File: src/dmr_pkg.sv
// constants shared by the manager status and event routing register bank
package dmr_pkg;

    // ------------------------------------------------------------------
    // widths
    // ------------------------------------------------------------------
    localparam int ADDR_W  = 12;
    localparam int DATA_W  = 32;
    localparam int EVT_W   = 5;
    localparam int RES_MAX = 32;

    // ------------------------------------------------------------------
    // register byte offsets
    // ------------------------------------------------------------------
    localparam logic [ADDR_W-1:0] OFS_MGR_STATUS = 12'h000;
    localparam logic [ADDR_W-1:0] OFS_MGR_PC     = 12'h004;
    localparam logic [ADDR_W-1:0] OFS_ROUTING    = 12'h020;
    localparam logic [ADDR_W-1:0] OFS_CLEAR      = 12'h02C;

    // ------------------------------------------------------------------
    // manager status fields
    // ------------------------------------------------------------------
    localparam int NS_BIT    = 9;
    localparam int WAKE_MSB  = 8;
    localparam int WAKE_LSB  = 4;
    localparam int STATE_MSB = 3;
    localparam int STATE_LSB = 0;

    // ------------------------------------------------------------------
    // manager operating state codes
    // ------------------------------------------------------------------
    localparam logic [3:0] MST_STOPPED   = 4'h0;
    localparam logic [3:0] MST_EXECUTING = 4'h1;
    localparam logic [3:0] MST_CACHEMISS = 4'h2;
    localparam logic [3:0] MST_UPDATEPC  = 4'h3;
    localparam logic [3:0] MST_WAITEVENT = 4'h4;
    localparam logic [3:0] MST_FAULTING  = 4'hF;

    // ------------------------------------------------------------------
    // reset values and timing
    // ------------------------------------------------------------------
    localparam logic [DATA_W-1:0] ROUTING_RESET    = 32'h0000_0000;
    localparam logic [1:0]        BOOT_SYNC_CYCLES = 2'h2;

endpackage : dmr_pkg

File: src/dmr_event_route.sv
// pending event and interrupt line state driven by send/wait event instructions
`timescale 1ns/10ps
module dmr_event_route
    import dmr_pkg::*;
#(
    parameter int NUM_RES = 32
)
(
    // clock and reset
    input  wire logic               clk,
    input  wire logic               rst,
    // routing selection
    input  wire logic [NUM_RES-1:0] routing,
    // instruction strobes
    input  wire logic               sendEventInstr,
    input  wire logic [EVT_W-1:0]   sendEventNum,
    input  wire logic               waitForEventInstr,
    input  wire logic [EVT_W-1:0]   waitForEventNum,
    // pending clear register write
    input  wire logic               pendingClearWr,
    input  wire logic [NUM_RES-1:0] pendingClearMask,
    // outputs
    output logic      [NUM_RES-1:0] eventActive,
    output logic      [NUM_RES-1:0] irq
);

    // ------------------------------------------------------------------
    // decode
    // ------------------------------------------------------------------
    function automatic logic [NUM_RES-1:0] resHit(input logic vld, input logic [EVT_W-1:0] num);
        logic [RES_MAX-1:0] full;
        full = '0;
        if (vld && (32'(num) < NUM_RES))
            full[num] = 1'b1;
        return full[NUM_RES-1:0];
    endfunction : resHit

    logic [NUM_RES-1:0] evt_reg;
    logic [NUM_RES-1:0] evt_next;
    logic [NUM_RES-1:0] irq_reg;
    logic [NUM_RES-1:0] irq_next;
    logic [NUM_RES-1:0] sevHit;
    logic [NUM_RES-1:0] wfeHit;
    logic [NUM_RES-1:0] clrHit;

    // ------------------------------------------------------------------
    // next state
    // ------------------------------------------------------------------
    always_comb
    begin
        sevHit   = resHit(sendEventInstr, sendEventNum);
        wfeHit   = resHit(waitForEventInstr, waitForEventNum);
        clrHit   = pendingClearWr ? pendingClearMask : '0;
        // a new send in the same cycle beats the clear
        evt_next = (evt_reg & ~wfeHit) | (sevHit & ~routing);
        irq_next = (irq_reg & ~clrHit) | (sevHit & routing);
    end

    always_ff @(posedge clk)
    begin
        if (rst)
        begin
            evt_reg <= '0;
            irq_reg <= '0;
        end
        else
        begin
            evt_reg <= evt_next;
            irq_reg <= irq_next;
        end
    end

    assign eventActive = evt_reg;
    assign irq         = irq_reg;

    // ------------------------------------------------------------------
    // checks
    // ------------------------------------------------------------------
    AST_SEV_TO_EVENT: assert property (@(posedge clk) disable iff (rst)
        sendEventInstr && (32'(sendEventNum) < NUM_RES) && !routing[sendEventNum]
            && !irq[sendEventNum]
        |=> eventActive[$past(sendEventNum)] && !irq[$past(sendEventNum)])
        else $error("routed event did not reach the threads");

    AST_SEV_TO_IRQ: assert property (@(posedge clk) disable iff (rst)
        sendEventInstr && (32'(sendEventNum) < NUM_RES) && routing[sendEventNum]
        |=> irq[$past(sendEventNum)])
        else $error("routed interrupt line not raised");

    AST_IRQ_HOLD: assert property (@(posedge clk) disable iff (rst)
        1'b1 |=> (($past(irq) & ~($past(pendingClearWr) ? $past(pendingClearMask) : '0))
                  & ~irq) == '0)
        else $error("interrupt line dropped without a clear write");

    AST_WFE_CLEARS: assert property (@(posedge clk) disable iff (rst)
        waitForEventInstr && (32'(waitForEventNum) < NUM_RES)
            && !(sendEventInstr && (sendEventNum == waitForEventNum))
        |=> !eventActive[$past(waitForEventNum)])
        else $error("pending event not cleared by wait for event");

    COV_EVENT_WAKE: cover property (@(posedge clk) disable iff (rst)
        (eventActive != '0) ##[1:20] (waitForEventInstr && eventActive[waitForEventNum]));

    COV_IRQ_CLEAR: cover property (@(posedge clk) disable iff (rst)
        (irq != '0) ##[1:20] (pendingClearWr && ((pendingClearMask & irq) != '0)));

endmodule : dmr_event_route

File: src/dmr_status_route.sv
// manager status, program counter, event routing and pending clear registers
// Behaviour
// - status bit 9 shows manager security, 0 secure, 1 non-secure.
// - security comes from the startup non-secure input, driven by system.
// - status bits 8:4 show the event number the manager waits for.
// - status bits 3:0 show manager operating state code.
// - program counter register returns the manager's 32-bit program counter.
// - routing register has one bit per event-interrupt resource, 32 bits.
// - routing bit 0: send event signals event to all threads, no interrupt.
// - routing bit 1: send event drives interrupt line N high.
// - interrupt bit falls only after software writes 1 to its clear bit.
// - routed event clears when a thread waits for that event.
`timescale 1ns/10ps
module dmr_status_route
    import dmr_pkg::*;
#(
    parameter int NUM_RES = 32
)
(
    // clock and reset
    input  wire logic               clk,
    input  wire logic               rst,
    // peripheral register port
    input  wire logic               psel,
    input  wire logic               penable,
    input  wire logic               pwrite,
    input  wire logic [ADDR_W-1:0]  paddr,
    input  wire logic [DATA_W-1:0]  pwdata,
    output logic      [DATA_W-1:0]  prdata,
    output logic                    pready,
    output logic                    pslverr,
    // startup strap
    input  wire logic               startupManagerNonsecure,
    // manager thread state
    input  wire logic [3:0]         managerState,
    input  wire logic [EVT_W-1:0]   managerWakeEvent,
    input  wire logic [DATA_W-1:0]  managerPcValue,
    // instruction strobes
    input  wire logic               sendEventInstr,
    input  wire logic [EVT_W-1:0]   sendEventNum,
    input  wire logic               waitForEventInstr,
    input  wire logic [EVT_W-1:0]   waitForEventNum,
    // event, interrupt and security flag outputs
    output logic      [NUM_RES-1:0] eventActive,
    output logic      [NUM_RES-1:0] irq,
    output logic                    managerNonsecureFlag
);

    // ------------------------------------------------------------------
    // parameter check
    // ------------------------------------------------------------------
    if ((NUM_RES < 1) || (NUM_RES > RES_MAX))
    begin : g_bad_num_res
        $error("NUM_RES must lie between 1 and 32");
    end

    // ------------------------------------------------------------------
    // address decode
    // ------------------------------------------------------------------
    function automatic logic isReg(input logic [ADDR_W-1:0] addr, input logic [ADDR_W-1:0] ofs);
        return addr[ADDR_W-1:2] == ofs[ADDR_W-1:2];
    endfunction : isReg

    function automatic logic isMapped(input logic [ADDR_W-1:0] addr);
        return isReg(addr, OFS_MGR_STATUS) || isReg(addr, OFS_MGR_PC)
            || isReg(addr, OFS_ROUTING) || isReg(addr, OFS_CLEAR);
    endfunction : isMapped

    logic setupPhase;
    logic accessPhase;
    logic wrAccess;

    assign setupPhase  = psel && !penable;
    assign accessPhase = psel && penable;
    assign wrAccess    = accessPhase && pwrite && isMapped(paddr);
    assign pready      = 1'b1;
    assign pslverr     = accessPhase && !isMapped(paddr);

    // ------------------------------------------------------------------
    // startup security capture
    // ------------------------------------------------------------------
    logic       nsSyncA_reg;
    logic       nsSyncB_reg;
    logic [1:0] bootCnt_reg;
    logic [1:0] bootCnt_next;
    logic       bootDone_reg;
    logic       bootDone_next;
    logic       nsFlag_reg;
    logic       nsFlag_next;

    always_comb
    begin
        bootCnt_next  = bootCnt_reg;
        bootDone_next = bootDone_reg;
        nsFlag_next   = nsFlag_reg;
        if (!bootDone_reg)
        begin
            if (bootCnt_reg == BOOT_SYNC_CYCLES)
            begin
                // taken once after reset, held until the next reset
                nsFlag_next   = nsSyncB_reg;
                bootDone_next = 1'b1;
            end
            else
            begin
                bootCnt_next = bootCnt_reg + 2'h1;
            end
        end
    end

    always_ff @(posedge clk)
    begin
        if (rst)
        begin
            nsSyncA_reg  <= 1'b0;
            nsSyncB_reg  <= 1'b0;
            bootCnt_reg  <= 2'h0;
            bootDone_reg <= 1'b0;
            nsFlag_reg   <= 1'b0;
        end
        else
        begin
            nsSyncA_reg  <= startupManagerNonsecure;
            nsSyncB_reg  <= nsSyncA_reg;
            bootCnt_reg  <= bootCnt_next;
            bootDone_reg <= bootDone_next;
            nsFlag_reg   <= nsFlag_next;
        end
    end

    assign managerNonsecureFlag = nsFlag_reg;

    // ------------------------------------------------------------------
    // routing register and read data
    // ------------------------------------------------------------------
    logic [NUM_RES-1:0] routing_reg;
    logic [NUM_RES-1:0] routing_next;
    logic [DATA_W-1:0]  prdata_reg;
    logic [DATA_W-1:0]  prdata_next;
    logic [DATA_W-1:0]  routingWide;
    logic               clearWr;

    always_comb
    begin
        routingWide                = '0;
        routingWide[NUM_RES-1:0]   = routing_reg;
        routing_next               = routing_reg;
        clearWr                    = wrAccess && isReg(paddr, OFS_CLEAR);
        if (wrAccess && isReg(paddr, OFS_ROUTING))
            routing_next = pwdata[NUM_RES-1:0];
        // status and counter ignore writes
        prdata_next = prdata_reg;
        if (setupPhase)
        begin
            prdata_next = '0;
            if (isReg(paddr, OFS_MGR_STATUS))
            begin
                prdata_next[NS_BIT]              = nsFlag_reg;
                prdata_next[WAKE_MSB:WAKE_LSB]   = managerWakeEvent;
                prdata_next[STATE_MSB:STATE_LSB] = managerState;
            end
            else if (isReg(paddr, OFS_MGR_PC))
                prdata_next = managerPcValue;
            else if (isReg(paddr, OFS_ROUTING))
                prdata_next = routingWide;
        end
    end

    always_ff @(posedge clk)
    begin
        if (rst)
        begin
            routing_reg <= ROUTING_RESET[NUM_RES-1:0];
            prdata_reg  <= '0;
        end
        else
        begin
            routing_reg <= routing_next;
            prdata_reg  <= prdata_next;
        end
    end

    assign prdata = prdata_reg;

    // ------------------------------------------------------------------
    // event and interrupt state
    // ------------------------------------------------------------------
    dmr_event_route #(
        .NUM_RES (NUM_RES)
    ) u_event_route (
        .clk               (clk),
        .rst               (rst),
        .routing           (routing_reg),
        .sendEventInstr    (sendEventInstr),
        .sendEventNum      (sendEventNum),
        .waitForEventInstr (waitForEventInstr),
        .waitForEventNum   (waitForEventNum),
        .pendingClearWr    (clearWr),
        .pendingClearMask  (pwdata[NUM_RES-1:0]),
        .eventActive       (eventActive),
        .irq               (irq)
    );

    // ------------------------------------------------------------------
    // checks
    // ------------------------------------------------------------------
    AST_STATUS_NS: assert property (@(posedge clk) disable iff (rst)
        setupPhase && isReg(paddr, OFS_MGR_STATUS)
        |=> prdata[NS_BIT] == $past(managerNonsecureFlag))
        else $error("status security bit differs from manager flag");

    AST_NS_CAPTURE: assert property (@(posedge clk) disable iff (rst)
        $rose(bootDone_reg) |-> managerNonsecureFlag == $past(startupManagerNonsecure, 3))
        else $error("security flag not taken from startup input");

    AST_NS_LOCK: assert property (@(posedge clk) disable iff (rst)
        bootDone_reg |=> $stable(managerNonsecureFlag) && bootDone_reg)
        else $error("security flag changed after capture");

    AST_STATUS_LIVE: assert property (@(posedge clk) disable iff (rst)
        setupPhase && isReg(paddr, OFS_MGR_STATUS)
        |=> prdata[WAKE_MSB:STATE_LSB] == {$past(managerWakeEvent), $past(managerState)}
            && prdata[DATA_W-1:NS_BIT+1] == '0)
        else $error("status read does not show manager wake event and state");

    AST_PC_LIVE: assert property (@(posedge clk) disable iff (rst)
        setupPhase && isReg(paddr, OFS_MGR_PC) |=> prdata == $past(managerPcValue))
        else $error("program counter read stale");

    AST_ROUTE_WRITE: assert property (@(posedge clk) disable iff (rst)
        accessPhase && pwrite && isReg(paddr, OFS_ROUTING)
        ##2 (psel && !penable && !pwrite && isReg(paddr, OFS_ROUTING))
        |=> prdata[NUM_RES-1:0] == $past(pwdata[NUM_RES-1:0], 3))
        else $error("routing register readback differs from write");

    AST_RO_WRITE: assert property (@(posedge clk) disable iff (rst)
        accessPhase && pwrite && !isReg(paddr, OFS_ROUTING) |=> $stable(routing_reg))
        else $error("write to other register changed routing");

    COV_ROUTE_IRQ: cover property (@(posedge clk) disable iff (rst)
        (accessPhase && pwrite && isReg(paddr, OFS_ROUTING) && (pwdata != '0))
        ##[1:20] (irq != '0));

    COV_STATUS_WAIT: cover property (@(posedge clk) disable iff (rst)
        setupPhase && isReg(paddr, OFS_MGR_STATUS) && (managerState == MST_WAITEVENT));

endmodule : dmr_status_route

File: config.mk
export PLATFORM = sky130hd
export DESIGN_NAME = dmr_status_route
export DESIGN_NICKNAME = d
export VERILOG_FILES = /design/src/dmr_pkg.sv /design/src/dmr_event_route.sv /design/src/dmr_status_route.sv
export SDC_FILE = /design/constraint.sdc
export NUM_CORES = 1
export LEC_CHECK = 0
export BUFFER_PORTS_ARGS = -buffer_cell sky130_fd_sc_hd__buf_2
export CORE_MARGIN = 1.5
export CORE_UTILIZATION = 43
export CTS_BUF_LIST = sky130_fd_sc_hd__clkbuf_16
export DETAILED_ROUTE_END_ITERATION = 10
export PLACE_DENSITY = 0.73
export SLEW_MARGIN = 20
export SYNTH_ARGS = -nofsm -noshare
export SYNTH_HDL_FRONTEND = slang
export SYNTH_SLANG_ARGS = --single-unit
File: constraint.sdc
create_clock -name clk -period 1.3 [get_ports clk]
set_input_delay 0.13 -clock clk [delete_from_list [all_inputs] [get_ports clk]]
set_output_delay 0.13 -clock clk [all_outputs]
set_load 0.01 [all_outputs]
Word-level counts from Yosys, hierarchy flattened
Cells that the tools add are included.
Widths: inputs -> output; s select.
- register bits: 134
- logic and storage cells: 59
- multiplexer cells: 13
- add/subtract/negate cells: 1
- equality and inequality tests: 4
- bitwise logic cells: 11
- magnitude comparators: 4
- reductions and logical operators: 17
- operators by type and width (kind ; number):
    $mux 32 ; 5
    $and 32x32->32 ; 4
    $not 32->32 ; 3
    $or 32x32->32 ; 2
    $mux 22 ; 1
    $eq 10x4->1 const B ; 2
    $lt 5x6->1 const B ; 2
    $demux 1 s5 ; 2
    $eq 10x1->1 const B ; 1
    $ge 5x1->1 const B ; 2
    $logic_not 10->1 ; 1
    $mux 10 ; 1
    $logic_and 1x1->1 ; 9
    $mux 1 ; 4
    $reduce_and 2->1 ; 2
    $logic_or 1x1->1 ; 3
    $add 2x1->2 const B ; 1
    $eq 2x2->1 const B ; 1
    $logic_not 1->1 ; 2
    $not 1->1 ; 2

Depth between registers and ports, before layout
- depth after elaboration: 10
- depth in mapped cells: 5
- depth with buffers taken out: 5

Hierarchy
From an unflattened synthesis, not the netlist that was laid out.
- cell total of the unflattened synthesis: 620
- area total of the unflattened synthesis: 5765.5 µm²
- by module, submodules not included (module ; cells an instance ; area an instance (µm²) ; times used):
    dmr_event_route ; 318 ; 2921.6 ; 1
    dmr_status_route ; 302 ; 2844.0 ; 1

Least setup slack after synthesis
No wires, ideal clock.
- path type: input-to-reg
- from: input port paddr[11]
- to: register u_event_route.irq_reg[27] (netlist: u_event_route.irq[27])
- required time: 1167 ps
- data arrival time: 1227 ps
- path slack: -60 ps
- path buffers: 2
- library setup time: 133 ps
- cell stages on the path: 5
- cell sequence: or4_1 -> and4bb_1 -> buf_4 -> buf_6 -> a311oi_1
- cells in the longest elaborated chain, start to end: 10
- elaborated cells on any way between the ends: 13
- classes of those cells: 3 x eq/ne; 1 x mux; 3 x bitwise; 6 x reduce/logical
- ends and longest elaborated chain (element ; line ; RTL):
    start: declaration ; dmr_status_route.sv:27 ; input wire logic [ADDR_W-1:0] paddr,
    $eq 10x1->1 or $logic_not 10->1 (tied branches) ; dmr_status_route.sv:61 ; return addr[ADDR_W-1:2] == ofs[ADDR_W-1:2];
    $logic_or 1x1->1 ; dmr_status_route.sv:65 ; return isReg(addr, OFS_MGR_STATUS) || isReg(addr, OFS_MGR_PC)
    $logic_or 1x1->1 (2 in series) ; dmr_status_route.sv:66 ; || isReg(addr, OFS_ROUTING) || isReg(addr, OFS_CLEAR);
    $logic_and 1x1->1 ; dmr_status_route.sv:75 ; assign wrAccess = accessPhase && pwrite && isMapped(paddr);
    $logic_and 1x1->1 * ; dmr_status_route.sv:148 ; clearWr = wrAccess && isReg(paddr, OFS_CLEAR);
    $mux 32 * ; dmr_event_route.sv:53 ; clrHit = pendingClearWr ? pendingClearMask : '0;
    $not 32->32 * ; dmr_event_route.sv:56 ; irq_next = (irq_reg & ~clrHit) | (sevHit & routing);
    $and 32x32->32 * ; dmr_event_route.sv:56 ;
    $or 32x32->32 * ; dmr_event_route.sv:56 ;
    end signal: assignment ; dmr_event_route.sv:69 ; irq_reg <= irq_next;
    end: declaration ; dmr_event_route.sv:40 ; logic [NUM_RES-1:0] irq_reg;
Every way passes the cells marked *; elsewhere a longest branch is shown, timed or not.
A chain may end at the register's enable or synchronous reset.

Worst setup path after layout
- from: input port paddr[11]
- to: output port pslverr
- cells in the longest elaborated chain, start to end: 6
- elaborated cells on any way between the ends: 9
- classes of those cells: 3 x eq/ne; 6 x reduce/logical
- ends and longest elaborated chain (element ; line ; RTL):
    $eq 10x1->1 or $logic_not 10->1 (tied branches) ; dmr_status_route.sv:61 ;
    $logic_or 1x1->1 ; dmr_status_route.sv:65 ;
    $logic_or 1x1->1 ; dmr_status_route.sv:66 ;
    $logic_or 1x1->1 * ; dmr_status_route.sv:66 ;
    $logic_not 1->1 * ; dmr_status_route.sv:77 ; assign pslverr = accessPhase && !isMapped(paddr);
    $logic_and 1x1->1 * ; dmr_status_route.sv:77 ;
    end: declaration ; dmr_status_route.sv:31 ; output logic pslverr,
Marked as above.

==> results.sh <==
export IMPL_grt_pass1_vias=5777
export IMPL_avgSynthCellArea_um2=9.671
export IMPL_crit_chain="buf_6, or4_4, nor4_4, a21oi_1, buf_2"
export IMPL_chipWidth_um=120.9
export IMPL_yosysWarnings=0
export IMPL_drive_gt1_frac=0.3175
export IMPL_core_area_mm2=0.01340
export IMPL_portBuffers=198
export IMPL_die_height_um=120.9
export IMPL_numCtsBuffers=17
export IMPL_fp_dieArea_mm2=0.01462
export IMPL_grt_first_pass_wirelength_um=29890
export IMPL_cts_buffer_depth=2
export IMPL_synth_ff_type="dfxtp_1"
export IMPL_drt_iter0_markers=479
export IMPL_synth_cell_types=44
export IMPL_numClockSinks=134
export IMPL_worstPathMaxFanout=2
export IMPL_cts_setup_buffers=0
export IMPL_avgViaCountPerCell=5.715
export IMPL_peakVddDrop_mv=0.7794
export IMPL_skew_ps=10.01
export IMPL_power_density_mw_per_mm2=1116
export IMPL_clock_root_buffer="clkbuf_16"
export IMPL_routabilityCongestion=0.8430
export IMPL_drt_wl_total_um=19350
export IMPL_start_util=0.4460
export IMPL_ys_seq_area_frac=0.4488
export IMPL_critPathKind="primary input to output pin"
export IMPL_min_period_ps=1289
export IMPL_drtAntennaViolNets=0
export IMPL_synth_seq_cells=134
export IMPL_power_leakage_uw=0.003310
export IMPL_dp_hpwl_um=13540
export IMPL_hold_class="primary input to flop"
export IMPL_required_ps=1170
export IMPL_grt_overflow_total=0
export IMPL_fillCellCount=1091
export IMPL_arrival_ps=1160
export IMPL_netlist_area_mm2=0.005977
export IMPL_dr_pass1_iters=6
export IMPL_grt_start_max_net_pins=135
export IMPL_syn_to_final_growth_pct=40.74
export IMPL_status="complete, no violations"
export IMPL_drv_slew=0
export IMPL_placement_rows=42
export IMPL_synth_edf_count=0
export IMPL_cpPeakStageDelay_ps=560
export IMPL_placed_area_mm2=0.007355
export IMPL_end_kind="output pin"
export IMPL_setup_violations_final=0
export IMPL_dpl_worst_slack_ps=-392.3
export IMPL_antenna_found_initial=1
export IMPL_utilization=0.6277
export IMPL_start_kind="primary input"
export IMPL_insertion_delay_ps=420
export IMPL_synth_nets=722
export IMPL_via_count=6052
export IMPL_ioPinCount=202
export IMPL_period_share=0.9916
export IMPL_async_flop_share=0
export IMPL_cpMaxStageDelayCell="or4_4"
export IMPL_syn_inst=618
export IMPL_drc=0
export IMPL_clk_pin_slew_ps=60
export IMPL_rsz0062_at_grt="true"
export IMPL_fin_nets=975
export IMPL_cts_tree="built"
export IMPL_hold_viol_final=0
export IMPL_h_tree_depth=4
export IMPL_grt_usage=0.2665
export IMPL_max_freq_mhz=775.7
export IMPL_wl_per_cell_um=18.27
export IMPL_fin_ws_ps=10.92
export IMPL_maxCapViolCount=0
export IMPL_design_area_mm2=0.008412
[worst max-delay path: cells and delay by family]
family / cells / cell delay [ps]
buffers and inverters: 2 / 230
AOI/OAI and AO/OA: 1 / 100
and+or+nand+nor: 2 / 700
[final timing paths]
check,from,end,slack [ps],cells after the start
worst max-delay path,paddr[11],pslverr,10,5
worst min-delay path,managerPcValue[31],prdata[31]$_SDFFE_PP0P_,1,3
worst max register to register,routingWide[16]$_SDFFE_PP0P_,u_event_route.irq[16]$_SDFF_PP0_,130,3
worst min register to register,nsSyncA_reg$_SDFF_PP0_,nsSyncB_reg$_SDFF_PP0_,440,1
[stage by stage]
step / TNS (ps) / power (uW) / cells / hold slack (ps)
finish: 0 / 9391 / 1059 / 1.207
global route: -17.14 / 9732 / 1059 / 10.22
CTS: 0 / 9420 / 1058 / 3.664
detailed placement: -26370 / 5116 / 976 / 349.7
global placement: -18540 / 5079 / 976 / 337.7
floorplan: -1694 / 4717 / 618 / 240.1
[metal layers]
layer | vias up | routed length [um] | global-route usage
met2 | 273 | 8993 | 0.4279
met5 | - | 0 | 0
li1 | 2865 | - | -
met3 | 47 | 1301 | 0.05686
met4 | 0 | 575 | 0.1221
met1 | 2867 | 8483 | 0.3432
[layout by cell type (no fill, tap or decap), types with 6 or more instances in the layout]
cell type / instances
a31oi_1: 30
buf_12: 10
inv_1: 6
clkbuf_16: 17
mux2i_1: 33
o21ai_0: 32
a22oi_1: 32
buf_4: 30
nand2b_1: 64
buf_2: 195
mux2_2: 10
nand3b_1: 35
o2bb2ai_1: 32
a311oi_1: 32
dfxtp_1: 134
nor2b_1: 7
dlygate4sd3_1: 52
nand3_1: 35
a21oi_1: 34
[kinds of logic (layout without fill, tap and decap cells)]
kind of cell | Yosys count | in the layout | synth area share
fa+ha+maj | 1 | 1 | 0.002093
mux | 43 | 43 | 0.07411
compound gates | 194 | 194 | 0.2234
flops | 134 | 134 | 0.4488
xor+xnor | 2 | 2 | 0.002931
other cells | 1 | 2 | 0.0006274
simple gates | 187 | 187 | 0.2016
buf+inv | 56 | 320 | 0.04647
[cells in the mapped netlist, types with 30 or more instances]
cell type	instances	area [um2]
dfxtp_1	134	2683
nand2b_1	64	400.4
nand3_1	35	175.2
nand3b_1	35	262.8
a21oi_1	34	170.2
clkbuf_1	34	127.6
mux2i_1	33	330.3
a22oi_1	32	240.2
a311oi_1	32	280.3
o21ai_0	32	160.2
o2bb2ai_1	32	280.3
a31oi_1	30	187.7
[area by class of cell]
type                            count  area [um2]  area share
Clock buffer                       17       425.4     0.05057
Sequential cell                   134        2683      0.3189
Inverter                            1       3.754   0.0004462
Timing Repair Buffer              289        1944      0.2311
Clock inverter                     13       78.83    0.009371
Multi-Input combinational cell    428        3054      0.3631
Antenna cell                        1       2.502   0.0002975
Tap cell                          176       220.2     0.02618
[what timing repair did]
action | CTS | global route
setup endpoints to repair | 1 | 2
pin swaps | 0 | 2
gates resized for setup | 2 | 3
hold buffers | 52 | 0
gates cloned | 0 | 0
endpoints found under the hold margin | 81 | 0
[power by group]
part	internal (uW)	switching (uW)	total (uW)	leakage (uW)
Sequential	4160	28.5	4190	0.00108
Clock	2520	1690	4210	0.000268
Combinational	497	492	989	0.00196
Power figures use the tool's default switching activity.
